File: src/shared/host_port_pkg.sv
package host_port_pkg;

   // register select codes on host_reg_select
   localparam logic [1:0] SEL_CONTROL  = 2'h0;
   localparam logic [1:0] SEL_DATA_INC = 2'h1;
   localparam logic [1:0] SEL_ADDRESS  = 2'h2;
   localparam logic [1:0] SEL_DATA_FIX = 2'h3;

   // field positions inside the synchronised pin bundle
   localparam int PIN_DATA_LSB = 0;
   localparam int PIN_BE_LSB   = 32;
   localparam int PIN_RNW      = 36;
   localparam int PIN_SEL_LSB  = 37;
   localparam int PIN_HAS      = 39;
   localparam int PIN_STROBE   = 40;
   localparam int PIN_CS       = 41;
   localparam int PIN_W        = 42;

   // host byte address to word address
   localparam int WORD_SHIFT = 2;

   // reset values and the all-bytes enable mask
   localparam logic [31:0]      CONTROL_RESET = 32'h0000_0000;
   localparam logic [PIN_W-1:0] PINS_RESET    = {PIN_W{1'b1}};
   localparam logic [3:0]       BE_ALL        = 4'hF;

   // control register: bit that enables read prefetch
   localparam int CTRL_PREFETCH_EN = 0;

   // cycles an address write needs to settle in the core domain
   localparam logic [1:0] ADDR_SYNC_CYCLES = 2'h2;

   typedef enum logic [1:0] {
      HP_IDLE   = 2'b00,
      HP_START  = 2'b01,
      HP_ACTIVE = 2'b11,
      HP_END    = 2'b10
   } hp_state_t;

   typedef enum logic [1:0] {
      MEM_NONE     = 2'b00,
      MEM_WRITE    = 2'b01,
      MEM_DIRECT   = 2'b11,
      MEM_PREFETCH = 2'b10
   } mem_kind_t;

endpackage

File: src/design/word_fifo.sv
module word_fifo import host_port_pkg::*; #(
   parameter int WIDTH = 32,
   parameter int DEPTH = 8
) (
   // clock and reset
   input  wire logic                     ref_clk,
   input  wire logic                     sys_rst,
   input  wire logic                     clk_en,
   input  wire logic                     flush,
   // fill side
   input  wire logic                     in_valid,
   output logic                          in_ready,
   input  wire logic [WIDTH-1:0]         in_data,
   // drain side
   output logic                          out_valid,
   input  wire logic                     out_ready,
   output logic [WIDTH-1:0]              out_data,
   output logic [$clog2(DEPTH+1)-1:0]    level
);
   localparam int PW = $clog2(DEPTH);
   localparam int CW = $clog2(DEPTH+1);

   typedef struct packed {
      logic [DEPTH-1:0][WIDTH-1:0] mem;
      logic [PW-1:0]               wr_ptr;
      logic [PW-1:0]               rd_ptr;
      logic [CW-1:0]               count;
   } fifo_regs_t;

   fifo_regs_t r;
   fifo_regs_t next_r;
   logic       push;
   logic       pop;

   assign in_ready  = (r.count != CW'(DEPTH));
   assign out_valid = (r.count != '0);
   assign out_data  = r.mem[r.rd_ptr];
   assign level     = r.count;

   always_comb
   begin
      next_r = r;
      push   = in_valid && in_ready;
      pop    = out_valid && out_ready;
      if (push)
      begin
         next_r.mem[r.wr_ptr] = in_data;
         next_r.wr_ptr        = (r.wr_ptr == PW'(DEPTH-1)) ? '0 : r.wr_ptr + 1'b1;
      end
      if (pop)
         next_r.rd_ptr = (r.rd_ptr == PW'(DEPTH-1)) ? '0 : r.rd_ptr + 1'b1;
      next_r.count = r.count + CW'(push) - CW'(pop);
      // flush discards everything, including a push in the same cycle
      if (flush)
      begin
         next_r.wr_ptr = '0;
         next_r.rd_ptr = '0;
         next_r.count  = '0;
      end
   end

   always_ff @(posedge ref_clk)
   begin
      if (sys_rst)
         r <= '0;
      else if (clk_en)
         r <= next_r;
   end

endmodule // word_fifo

File: src/design/host_port.sv
// Function
// - select code 00 control, 01 data incrementing, 10 address, 11 data fixed.
// - without address strobe, select and direction latch at internal strobe fall.
// - with address strobe, select and direction latch at its falling edge.
// - reads ignore all byte enables and return a full word.
// - write data and byte enables latch at internal strobe rising edge.
// - initial not-ready shows on ready only while chip select asserted.
// - not-ready after an access holds until chip select deasserts.
// - control and address reads never stall; incrementing reads with data start ready.
// - fixed reads stall first; incrementing reads stall on empty or flushing FIFO.
// - stalled incrementing read stalls again after completion if FIFO empties.
// - incrementing read that leaves the read FIFO empty stalls after completion.
// - control writes and settled address writes never stall; incrementing writes with space and no flush start ready.
// - address write stalls while the previous address write is still settling.
// - incrementing write stalls first when write FIFO full or flushing.
// - fixed write with FIFO busy stalls at start and after completion.
// - incrementing write into full FIFO, still full afterwards, stalls twice.
// - fixed write with FIFO idle starts ready, stalls after completion.
// - incrementing write that fills the write FIFO stalls after completion.
module host_port import host_port_pkg::*; #(
   parameter int ADDR_W   = 30,
   parameter int WF_DEPTH = 8,
   parameter int RF_DEPTH = 8
) (
   // clock and reset
   input  wire logic              ref_clk,
   input  wire logic              sys_rst,
   input  wire logic              clk_en,
   // host pins
   input  wire logic              host_chip_select_n,
   input  wire logic              host_data_strobe_n,
   input  wire logic              host_address_strobe_n,
   input  wire logic [1:0]        host_reg_select,
   input  wire logic              host_read_not_write,
   input  wire logic [3:0]        host_byte_enables_n,
   input  wire logic [31:0]       host_data_in,
   output logic      [31:0]       host_data_out,
   output logic                   host_data_oe_n,
   output logic                   host_ready_n,
   // core memory port
   output logic                   mem_req,
   output logic                   mem_we,
   output logic      [ADDR_W-1:0] mem_addr,
   output logic      [31:0]       mem_wdata,
   output logic      [3:0]        mem_be,
   input  wire logic              mem_ack,
   input  wire logic [31:0]       mem_rdata,
   // control register contents
   output logic      [31:0]       host_control_reg
);
   localparam int WF_W  = ADDR_W + 36;
   localparam int WFC_W = $clog2(WF_DEPTH+1);

   typedef struct packed {
      logic [PIN_W-1:0]  sync1;
      logic [PIN_W-1:0]  sync2;
      logic              strobe_prev;
      logic              has_prev;
      logic              has_held;
      logic [1:0]        has_sel;
      logic              has_rnw;
      hp_state_t         state;
      logic [1:0]        sel;
      logic              rnw;
      logic [31:0]       ctrl;
      logic [ADDR_W-1:0] addr;
      logic [ADDR_W-1:0] pf_addr;
      logic [1:0]        addr_sync;
      logic              wflush;
      logic              rflush;
      logic [31:0]       rdata;
      mem_kind_t         mem_kind;
      logic              mem_drop;
      logic              mem_we;
      logic [ADDR_W-1:0] mem_addr;
      logic [31:0]       mem_wdata;
      logic [3:0]        mem_be;
      logic              direct_req;
      logic              direct_done;
      logic [31:0]       direct_data;
   } hp_regs_t;

   hp_regs_t          r;
   hp_regs_t          next_r;
   logic              cs_act;
   logic              strobe_act;
   logic              has_act;
   logic              strobe_fall;
   logic              strobe_rise;
   logic [1:0]        acc_sel;
   logic              acc_rnw;
   logic [31:0]       pin_data;
   logic [3:0]        pin_be;
   logic              wf_in_valid;
   logic              wf_in_ready;
   logic [WF_W-1:0]   wf_in_data;
   logic              wf_out_valid;
   logic              wf_out_ready;
   logic [WF_W-1:0]   wf_out_data;
   logic [WFC_W-1:0]  wf_level;
   logic              rf_flush;
   logic              rf_in_valid;
   logic              rf_in_ready;
   logic              rf_out_valid;
   logic              rf_out_ready;
   logic [31:0]       rf_out_data;
   logic              end_wait;

   // stall decision at the start of an access, also re-checked while stalled
   function automatic logic start_stall(input logic [1:0] sel,
                                        input logic       rnw,
                                        input logic       rf_empty,
                                        input logic       rflush,
                                        input logic       done,
                                        input logic       wf_full,
                                        input logic       wf_busy,
                                        input logic       wflush,
                                        input logic [1:0] async);
      logic stall;
      stall = 1'b0;
      if (rnw)
      begin
         unique case (sel)
            SEL_CONTROL,
            SEL_ADDRESS:  stall = 1'b0;
            SEL_DATA_INC: stall = rf_empty || rflush;
            SEL_DATA_FIX: stall = !done;
         endcase
      end
      else
      begin
         unique case (sel)
            SEL_CONTROL:  stall = 1'b0;
            SEL_ADDRESS:  stall = (async != 2'h0);
            SEL_DATA_INC: stall = wf_full || wflush;
            SEL_DATA_FIX: stall = wf_busy || wflush;
         endcase
      end
      return stall;
   endfunction

   // every host pin crosses two flops; the second stage alone is decoded
   assign cs_act      = !r.sync2[PIN_CS];
   assign strobe_act  = cs_act && !r.sync2[PIN_STROBE];
   assign has_act     = !r.sync2[PIN_HAS];
   assign strobe_fall = strobe_act && !r.strobe_prev;
   assign strobe_rise = !strobe_act && r.strobe_prev;
   assign pin_data    = r.sync2[PIN_DATA_LSB +: 32];
   assign pin_be      = ~r.sync2[PIN_BE_LSB +: 4];
   // a held address strobe capture takes precedence over the live pins
   assign acc_sel     = r.has_held ? r.has_sel : r.sync2[PIN_SEL_LSB +: 2];
   assign acc_rnw     = r.has_held ? r.has_rnw : r.sync2[PIN_RNW];

   // not-ready is only shown while the host holds chip select
   assign host_ready_n   = cs_act && (r.state == HP_START || r.state == HP_END);
   assign host_data_oe_n = !(r.state == HP_ACTIVE && r.rnw && strobe_act);
   assign host_data_out  = r.rdata;
   assign host_control_reg = r.ctrl;
   assign mem_req   = (r.mem_kind != MEM_NONE);
   assign mem_we    = r.mem_we;
   assign mem_addr  = r.mem_addr;
   assign mem_wdata = r.mem_wdata;
   assign mem_be    = r.mem_be;

   always_comb
   begin
      next_r       = r;
      wf_in_valid  = 1'b0;
      wf_in_data   = {r.addr, pin_be, pin_data};
      wf_out_ready = 1'b0;
      rf_flush     = 1'b0;
      rf_out_ready = 1'b0;
      rf_in_valid  = 1'b0;
      end_wait     = 1'b0;
      next_r.sync1 = {host_chip_select_n, host_data_strobe_n, host_address_strobe_n,
                      host_reg_select, host_read_not_write, host_byte_enables_n,
                      host_data_in};
      next_r.sync2       = r.sync1;
      next_r.strobe_prev = strobe_act;
      next_r.has_prev    = has_act;
      if (r.addr_sync != 2'h0)
         next_r.addr_sync = r.addr_sync - 2'h1;
      if (has_act && !r.has_prev)
      begin
         next_r.has_held = 1'b1;
         next_r.has_sel  = r.sync2[PIN_SEL_LSB +: 2];
         next_r.has_rnw  = r.sync2[PIN_RNW];
      end

      unique case (r.state)
         HP_IDLE:
            if (strobe_fall)
            begin
               next_r.sel      = acc_sel;
               next_r.rnw      = acc_rnw;
               next_r.has_held = 1'b0;
               if (acc_rnw && acc_sel == SEL_DATA_FIX)
               begin
                  next_r.direct_req  = 1'b1;
                  next_r.direct_done = 1'b0;
               end
               if (start_stall(acc_sel, acc_rnw, !rf_out_valid, r.rflush,
                               !(acc_rnw && acc_sel == SEL_DATA_FIX), !wf_in_ready,
                               wf_out_valid, r.wflush, r.addr_sync))
                  next_r.state = HP_START;
               else
                  next_r.state = HP_ACTIVE;
            end
         HP_START:
            if (!start_stall(r.sel, r.rnw, !rf_out_valid, r.rflush, r.direct_done,
                             !wf_in_ready, wf_out_valid, r.wflush, r.addr_sync))
               next_r.state = HP_ACTIVE;
         HP_ACTIVE:
            if (strobe_rise)
            begin
               if (r.rnw)
               begin
                  if (r.sel == SEL_DATA_INC)
                  begin
                     next_r.addr = r.addr + 1'b1;
                     end_wait    = !rf_out_valid;
                  end
               end
               else
               begin
                  unique case (r.sel)
                     SEL_CONTROL:
                        next_r.ctrl = pin_data;
                     SEL_ADDRESS:
                     begin
                        next_r.addr      = pin_data[31:WORD_SHIFT];
                        next_r.pf_addr   = pin_data[31:WORD_SHIFT];
                        next_r.addr_sync = ADDR_SYNC_CYCLES;
                        next_r.wflush    = wf_out_valid || r.mem_kind == MEM_WRITE;
                        rf_flush         = 1'b1;
                     end
                     SEL_DATA_INC:
                     begin
                        wf_in_valid = 1'b1;
                        next_r.addr = r.addr + 1'b1;
                        end_wait    = (wf_level == WFC_W'(WF_DEPTH-1));
                     end
                     SEL_DATA_FIX:
                     begin
                        wf_in_valid = 1'b1;
                        end_wait    = 1'b1;
                     end
                  endcase
               end
               next_r.state = end_wait ? HP_END : HP_IDLE;
            end
         HP_END:
            if (!cs_act)
               next_r.state = HP_IDLE;
      endcase

      // output word loads as the access turns ready; an incrementing read pops here
      if (next_r.state == HP_ACTIVE && r.state != HP_ACTIVE && next_r.rnw)
      begin
         unique case (next_r.sel)
            SEL_CONTROL:  next_r.rdata = r.ctrl;
            SEL_ADDRESS:  next_r.rdata = {r.addr, 2'b00};
            SEL_DATA_INC:
            begin
               next_r.rdata = rf_out_data;
               rf_out_ready = 1'b1;
            end
            SEL_DATA_FIX: next_r.rdata = r.direct_data;
         endcase
      end

      // core memory side: one transfer at a time, drain writes first
      if (r.mem_kind == MEM_NONE)
      begin
         if (wf_out_valid)
         begin
            wf_out_ready     = 1'b1;
            next_r.mem_kind  = MEM_WRITE;
            next_r.mem_we    = 1'b1;
            next_r.mem_addr  = wf_out_data[WF_W-1:36];
            next_r.mem_be    = wf_out_data[35:32];
            next_r.mem_wdata = wf_out_data[31:0];
         end
         else if (r.direct_req)
         begin
            next_r.direct_req = 1'b0;
            next_r.mem_kind   = MEM_DIRECT;
            next_r.mem_we     = 1'b0;
            next_r.mem_addr   = r.addr;
            next_r.mem_be     = BE_ALL;
         end
         else if (r.ctrl[CTRL_PREFETCH_EN] && rf_in_ready && !rf_flush)
         begin
            next_r.mem_kind = MEM_PREFETCH;
            next_r.mem_we   = 1'b0;
            next_r.mem_addr = r.pf_addr;
            next_r.mem_be   = BE_ALL;
            next_r.pf_addr  = r.pf_addr + 1'b1;
         end
      end
      else if (mem_ack)
      begin
         next_r.mem_kind = MEM_NONE;
         if (r.mem_kind == MEM_DIRECT)
         begin
            next_r.direct_data = mem_rdata;
            next_r.direct_done = 1'b1;
         end
         rf_in_valid = (r.mem_kind == MEM_PREFETCH) && !r.mem_drop && !rf_flush;
         next_r.mem_drop = 1'b0;
         next_r.rflush   = 1'b0;
      end
      // a prefetch in flight during a flush is dropped when it returns
      if (rf_flush && next_r.mem_kind == MEM_PREFETCH)
      begin
         next_r.mem_drop = 1'b1;
         next_r.rflush   = 1'b1;
      end
      if (r.wflush && !wf_out_valid && r.mem_kind != MEM_WRITE)
         next_r.wflush = 1'b0;
   end

   always_ff @(posedge ref_clk)
   begin
      if (sys_rst)
      begin
         r          <= '0;
         r.sync1    <= PINS_RESET;
         r.sync2    <= PINS_RESET;
         r.state    <= HP_IDLE;
         r.mem_kind <= MEM_NONE;
         r.ctrl     <= CONTROL_RESET;
      end
      else if (clk_en)
         r <= next_r;
   end

   // write FIFO: full stalls the host through ready
   word_fifo #(.WIDTH(WF_W), .DEPTH(WF_DEPTH)) write_buf (
      .ref_clk   (ref_clk),
      .sys_rst   (sys_rst),
      .clk_en    (clk_en),
      .flush     (1'b0),
      .in_valid  (wf_in_valid),
      .in_ready  (wf_in_ready),
      .in_data   (wf_in_data),
      .out_valid (wf_out_valid),
      .out_ready (wf_out_ready),
      .out_data  (wf_out_data),
      .level     (wf_level)
   );

   // read prefetch FIFO: discarded on every address write
   word_fifo #(.WIDTH(32), .DEPTH(RF_DEPTH)) read_buf (
      .ref_clk   (ref_clk),
      .sys_rst   (sys_rst),
      .clk_en    (clk_en),
      .flush     (rf_flush),
      .in_valid  (rf_in_valid),
      .in_ready  (rf_in_ready),
      .in_data   (mem_rdata),
      .out_valid (rf_out_valid),
      .out_ready (rf_out_ready),
      .out_data  (rf_out_data),
      .level     ()
   );
endmodule // host_port

File: config.mk
export PLATFORM = sky130hd
export DESIGN_NAME = host_port
export DESIGN_NICKNAME = d
export VERILOG_FILES = /design/src/shared/host_port_pkg.sv /design/src/design/word_fifo.sv /design/src/design/host_port.sv
export SDC_FILE = /design/constraint.sdc
export NUM_CORES = 2
export LEC_CHECK = 0
export ABC_AREA = 1
export BUFFER_PORTS_ARGS = -buffer_cell sky130_fd_sc_hd__buf_2
export CORE_MARGIN = 1
export CORE_UTILIZATION = 56
export CTS_CLUSTER_SIZE = 12
export DETAILED_ROUTE_END_ITERATION = 16
export PLACE_DENSITY = 0.75
export REMOVE_ABC_BUFFERS = 1
export SETUP_SLACK_MARGIN = 0.02
export SLEW_MARGIN = 20
export SYNTH_ARGS = -nofsm -noshare
export SYNTH_HDL_FRONTEND = slang
export SYNTH_SLANG_ARGS = --single-unit
export TNS_END_PERCENT = 20
File: constraint.sdc
create_clock -name ref_clk -period 2.8 [get_ports ref_clk]
set_clock_uncertainty 0.2 [all_clocks]
set_input_delay 0.56 -clock ref_clk [delete_from_list [all_inputs] [get_ports ref_clk]]
set_output_delay 0.56 -clock ref_clk [all_outputs]
set_load 0.01 [all_outputs]
# Word level (Yosys, flattened, before mapping)
# Cells that the tools add are included.
totals:
  ff_bits: 1131
  inputBits: 78
  elab_cells: 269
classes:
  n_addsub: 11
  n_lt_le_gt_ge: 6
  eq_ne: 29
  muxes: 97
  n_bitwise: 3
  reduce_logical: 75
ops:
  columns: ["operator", "count"]
  rows:
  - ["528-bit bitwise mux", 1]
  - ["256-bit bitwise mux", 1]
  - ["33-bit 2-to-1 mux", 7]
  - ["66-bit binary-select mux with 3-bit select", 1]
  - ["66-bit demux with 3-bit select", 1]
  - ["30-bit 2-to-1 mux", 6]
  - ["66-bit 2-to-1 mux", 2]
  - ["32-bit one-hot mux with 4 select lines", 1]
  - ["32-bit binary-select mux with 3-bit select", 1]
  - ["32-bit demux with 3-bit select", 1]
  - ["31-bit 2-to-1 mux", 3]
  - ["32-bit 2-to-1 mux", 2]
  - ["30-bit by 1-bit adder with 30-bit output (second input constant)", 2]
  - ["30-bit one-hot mux with 2 select lines", 1]
  - ["1-bit 2-to-1 mux", 35]
  - ["2-bit 2-to-1 mux", 14]
  - ["2-bit equality test (second input constant)", 12]
  - ["3-bit 2-to-1 mux", 8]
  - ["1-bit logical AND", 23]
  - ["2-bit nonzero test", 9]
  - ["3-bit by 4-bit less-than comparator with 1-bit output (second input constant)", 4]
  - ["4-bit 2-to-1 mux", 4]
  - ["5-bit AND reduction", 3]
  - ["2-bit AND reduction", 7]
  - ["other kinds (27)", 72]

# Longest topological paths before layout
depth:
  depth_word: 17
  depth_mapped: 22
  depth_no_buf: 22

# Modules after synthesis
# From an unflattened synthesis, not the netlist that was laid out.
unflattened:
  hier_cells: 8812
  hier_area_um2: 55498.2
modules_own_cells:
  columns: ["mod", "n_inst", "cells_per_inst", "area_per_inst_um2", "seq_area_each_um2"]
  rows:
  - ["word_fifo at write_buf", 1, 4212, 25513.2, 10770.3]
  - ["host_port", 1, 2505, 16966.3, 6526.3]
  - ["word_fifo at read_buf", 1, 2095, 13018.7, 5325.1]

# Least setup slack after synthesis
# Ideal clock, no wire load.
synth_timing:
  path_kind: "register to register"
  start: "register r[236] (netlist name)"
  end: "register read_buf.r, in the netlist read_buf.level[2]"
  arrival_time_ns: 2.491
  required_time_ns: 2.468
  path_slack_ns: -0.023
  path_stages_with_launch: 19
  n_path_buf: 0
  synth_period_minus_slack_ns: 2.823
  cell_sequence: "dfxtp_1 > inv_1 > ha_1 > inv_1 > nor2_2 > nand2_1 > o21ai_2 > nor2_2 > nand2_1 > nor2_1 > nand3_1 > inv_1 > ha_1 > inv_1 > ha_1 > fa_1 > xor2_1 > nand2_1 > a21oi_1"
synth_between:
  elab_chain_len: 10
  elab_cells_between_ends: 27
  cone_classes: "add/sub (2); eq/ne (6); mux (12); reduce/logical (7)"
synth_rtl:
  columns: ["item", "line", "rtl"]
  rows:
  - ["start, declared", "host_port.sv:83", "hp_regs_t r;"]
  - ["start signal, assigned", "host_port.sv:335", "r <= next_r;"]
  - ["2-bit equality test", "host_port.sv:190", "unique case (r.state)"]
  - ["1-bit 2-to-1 mux", "host_port.sv:190", null]
  - ["1-bit logical NOT", "host_port.sv:309", "rf_in_valid = (r.mem_kind == MEM_PREFETCH) && !r.mem_drop && !rf_flush;"]
  - ["1-bit logical AND", "host_port.sv:309", null]
  - ["1-bit 2-to-1 mux", "host_port.sv:301", "else if (mem_ack)"]
  - ["1-bit 2-to-1 mux", "host_port.sv:273", "if (r.mem_kind == MEM_NONE)"]
  - ["1-bit logical AND", "word_fifo.sv:43", "push = in_valid && in_ready;"]
  - ["4-bit by 1-bit adder with 4-bit output", "word_fifo.sv:52", "next_r.count = r.count + CW'(push) - CW'(pop);"]
  - ["4-bit by 1-bit subtractor with 4-bit output", "word_fifo.sv:52", null]
  - ["10-bit 2-to-1 mux *", "word_fifo.sv:54", "if (flush)"]
  - ["end signal, assigned", "word_fifo.sv:67", "r <= next_r;"]
  - ["end, declared", "word_fifo.sv:30", "fifo_regs_t r;"]
# Mark *: on every way between the ends. The rest lies on a longest branch, timed or not.
# A chain may end at the register's enable or synchronous reset.

# Worst setup path in the final report
layout_timing:
  start: "register write_buf.r, in the netlist write_buf.level[3]"
  end: "register r, in the netlist host_data_out[14]"
layout_between:
  elab_chain_len: 14
  elab_cells_between_ends: 27
  cone_classes: "eq/ne (3); mux (17); reduce/logical (7)"
layout_rtl:
  columns: ["item", "line", "rtl"]
  rows:
  - ["start, declared", "word_fifo.sv:30", null]
  - ["start signal, assigned", "word_fifo.sv:67", null]
  - ["4-bit != test", "word_fifo.sv:35", "assign in_ready = (r.count != CW'(DEPTH));"]
  - ["1-bit logical NOT", "host_port.sv:203, host_port.sv:211", null]
  - ["1-bit logical OR", "host_port.sv:135", "SEL_DATA_INC: stall = wf_full || wflush;"]
  - ["1-bit one-hot mux with 4 select lines", "host_port.sv:132", "unique case (sel)"]
  - ["1-bit 2-to-1 mux", "host_port.sv:121", "if (rnw)"]
  - ["1-bit 2-to-1 mux", "host_port.sv:192", "if (strobe_fall)"]
  - ["1-bit 2-to-1 mux", "host_port.sv:190", null]
  - ["2-bit 2-to-1 mux", "host_port.sv:202", "if (start_stall(acc_sel, acc_rnw, !rf_out_valid, r.rflush,"]
  - ["5-bit 2-to-1 mux", "host_port.sv:192", null]
  - ["2-bit one-hot mux with 4 select lines *", "host_port.sv:190", null]
  - ["2-bit equality test *", "host_port.sv:258", "if (next_r.state == HP_ACTIVE && r.state != HP_ACTIVE && next_r.rnw)"]
  - ["1-bit logical AND * (2 in a row)", "host_port.sv:258", null]
  - ["2-bit AND reduction (no source line) *", null, null]
# Mark *: on every way between the ends. The rest lies on a longest branch, timed or not. The select of a mux whose other input is x is not followed.

==> impl_metrics.json <==
{
  "fin_crit_ns": 2.78,
  "clkTransAtPathRegs_ns": 0.06,
  "status": "completed",
  "root_buffer": "clkbuf_16",
  "htreeDepth": 3,
  "hp-class": "primary input to flop",
  "routabilityCongestion": 0.949,
  "relSlewSlack_pct": 31.9,
  "rsz0062_at_grt": "true",
  "grt_usage_pct": 33.0,
  "leakagePower_nw": 22.0,
  "drtIter0Drc": 5400,
  "hold_path_depth": 3,
  "die_area_um2": 92800,
  "synth_area_per_cell_um2": 7.04,
  "largest-register": "write_buf.r",
  "power_frac_seq_pct": 46.2,
  "fin_nets": 7256,
  "hpwl_um": 97200,
  "antenna_found_initial": 1,
  "fmax_ghz": 0.359,
  "r2r.worst_path.cells": 19,
  "rrSetupSlack_ns": 0.02,
  "r2r_start": "write_buf.level[3]",
  "antenna_cells": 0,
  "fin_crit_sh_pct": 99.5,
  "largest_reg_flops": 534,
  "grt_pass1_wl_um": 247000,
  "crit-reg2reg-capture": "host_data_out[14]",
  "report.power.total_w": 0.0362,
  "crit_path_end": "host_data_out[14]",
  "ys_types": 51,
  "syn_to_final_growth_pct": 12.6,
  "fp.dieH_um": 305,
  "fin_cells": 8401,
  "critPathKind": "flop to flop",
  "clk_latency_ns": 0.71,
  "coreArea_um2": 90300,
  "die_w_um": 305,
  "finalHoldViolCount": 0,
  "ys_async_sr_fraction_pct": 0,
  "required_ns": 3.15,
  "layout-drive-gt1-share_pct": 10.9,
  "switchingPower_w": 0.00931,
  "fp-row-count": 110,
  "grt_max_degree": 119,
  "wl_met1_um": 65600,
  "crit_path_end_kind": "flop",
  "top_layer": "met4",
  "cts_sinks": 1130,
  "final_antenna_net_count": 0,
  "crit_fanout": 7,
  "switching_share_pct": 25.7,
  "cts_made_buffers": 117,
  "drv_cap": 0,
  "cp-startpoint": "write_buf.level[3]",
  "reg.largest.list": "write_buf.r (534), read_buf.r (262), r (121)",
  "drt-vias-per-instance": 5.83,
  "p_clk_share_pct": 43.4,
  "grt_pass1_vias": 44400,
  "maxSlewViolCount": 0,
  "wl_met2_um": 74500,
  "pwr-share-comb_pct": 10.5,
  "dr.pass1.iters": 8,
  "vias": 49000,
  "clockBufferDepth": 3,
  "power.density_nw_per_um2": 627,
  "ys_ff_latch": 1130,
  "start_util_pct": 56.8,
  "setup_viol": 0,
  "synth_warnings": 0,
  "dp.cells": 8119,
  "io_pins": 212,
  "wl_met3_um": 14400,
  "tightest_slew_ns": 1.02,
  "synth_cells": 7282,
  "arrival_ns": 3.14,
  "portBuffers": 211,
  "p_int_w": 0.0269,
  "peakVddDrop_v": 0.000549,
  "overflow": 0,
  "netlist_area_um2": 51300,
  "worstSetupStartpointType": "flop",
  "ys_seq_area_share_pct": 44.1,
  "cts_tree": "yes",
  "synth_edf_count": 0,
  "drt-wirelength-per-cell_um": 19.1,
  "drc": 0,
  "ys.flop_type": "dfxtp_1",
  "finalWirelength_um": 160000
}
[placed cells by master (no fill, tap or decap), drive strengths merged, types with 3 or more instances in the layout]
master | netlist | routed
dfxtp | 1130 | 1130
xnor2 | 4 | 4
nor2 | 660 | 660
o32ai | 5 | 5
o211ai | 43 | 43
o21ai | 1257 | 1257
or2 | 8 | 8
nor3 | 22 | 22
ha | 33 | 33
a211oi | 12 | 12
nor3b | 3 | 3
nand3 | 497 | 497
xor2 | 16 | 16
nand4 | 44 | 44
nor4 | 6 | 6
a31oi | 31 | 31
inv | 647 | 651
a21oi | 1158 | 1158
clkbuf | 432 | 177
bufinv | 0 | 7
a311oi | 5 | 5
clkinv | 4 | 18
nand2 | 885 | 885
dlygate4sd3 | 0 | 66
buf | 349 | 455
o2111ai | 11 | 11
o22ai | 6 | 6
[power by group through the flow]
| stage | logic [W] | clock network (W) | registers [W] |
|---|---|---|---|
| floorplan | 0.00202 | 0 | 0.0172 |
| CTS | 0.00369 | 0.0158 | 0.0167 |
| detailed placement | 0.00358 | 0 | 0.0170 |
| finish | 0.00379 | 0.0157 | 0.0167 |
| global route | 0.00412 | 0.0165 | 0.0167 |
| global placement | 0.00353 | 0 | 0.0170 |
[area by class of cell]
type / instances / area, um^2
clock inverters: 26 / 344
clock buffers: 175 / 3500
multi-input cells: 4720 / 22900
repair buffers: 523 / 4370
fillers: 7991 / 32500
well taps: 1176 / 1470
inverters: 651 / 2470
flip-flops and latches: 1130 / 22700
[per-stage QoR]
stage	hold WS, ns	util (%)	area [um^2]	setup TNS (ns)	worst slack, ns
after detailed placement	0.231	58.4	52700	-0.199	-0.137
after floorplan	0.222	-	47600	-6689.08	-7.65
after global routing	0.0348	64.0	57700	-1.13	-0.138
after global placement	0.227	58.4	52700	-0.0913	-0.0913
final	0.0334	64.0	57700	0	0.0152
after CTS	0.000155	63.5	57300	0	0.00797
[cells in the mapped netlist (3+ instances only)]
cell type	n	area share, %
or2_2	6	0.073
buf_1	81	0.59
a31oi_1	31	0.38
xor2_1	16	0.27
nand3_2	4	0.078
a311oi_1	5	0.085
nand4_1	43	0.52
clkinv_1	4	0.029
o21ai_0	1224	12
clkbuf_1	432	3.2
buf_4	141	2.1
a211oi_1	12	0.18
xnor2_1	4	0.068
inv_1	630	4.6
buf_6	3	0.066
ha_1	33	0.81
o21ai_2	3	0.051
buf_2	124	1.2
a21oi_1	1158	11
nor4_1	6	0.073
nor2_2	8	0.098
nand3_1	493	4.8
nand2_2	5	0.061
nand2_1	879	6.4
nor3_1	19	0.19
dfxtp_1	1130	44
inv_2	17	0.12
o2111ai_1	11	0.19
o211ai_1	43	0.63
o22ai_1	6	0.073
o21ai_1	30	0.29
o32ai_1	5	0.085
nor3b_1	3	0.044
nor2_1	649	4.8
[metal layers]
metal,up-vias,GRT usage (%)
met5,-,0
met1,22700,43.0
met2,2233,54.6
met3,326,4.96
li1,23700,-
met4,0,13.6
[cell families after synthesis]
group / synth area share (%)
AO/OA/AOI/OAI: 25.4
XOR/XNOR: 0.342
adder cells (fa/ha/maj): 0.884
buffers and inverters: 11.9
flip-flops: 44.1
AND/OR/NAND/NOR: 17.4
[critical path, cell delays in order, from the launching register on]
cell       delay (ns)
dfxtp_2          0.35
inv_4            0.06
ha_4             0.15
nand4_1          0.10
nand3_1          0.08
nand2_1          0.08
nor2_2           0.05
nor3_2           0.21
nand2_2          0.10
buf_4            0.14
buf_4            0.12
buf_4            0.13
buf_4            0.13
buf_6            0.12
nand3_4          0.07
nor2_4           0.05
buf_12           0.14
clkbuf_16        0.18
nand2_2          0.13
a21oi_2          0.07
[what timing repair did]
| action | CTS | global route |
|---|---|---|
| pin swaps | 3 | 22 |
| hold buffers | 66 | 0 |
| buffers inserted | 5 | 7 |
| hold endpoints to repair | 151 | 0 |
| resized for setup | 12 | 97 |
| endpoints found under the setup margin | 3 | 42 |
| cloned | 0 | 3 |
[how the worst min path moves through the flow]
stage	start	endpoint	slack (ns)
finish	mem_rdata[26]	read_buf.r[196]	0.03
CTS	mem_rdata[9]	read_buf.r[115]	0.0002
floorplan	write_buf.r[175]	write_buf.r[175]	0.22
global route	mem_rdata[26]	read_buf.r[68]	0.03
detailed placement	write_buf.r[282]	write_buf.r[282]	0.23
global placement	write_buf.r[226]	write_buf.r[226]	0.23
(Power assumes the default switching activity.)
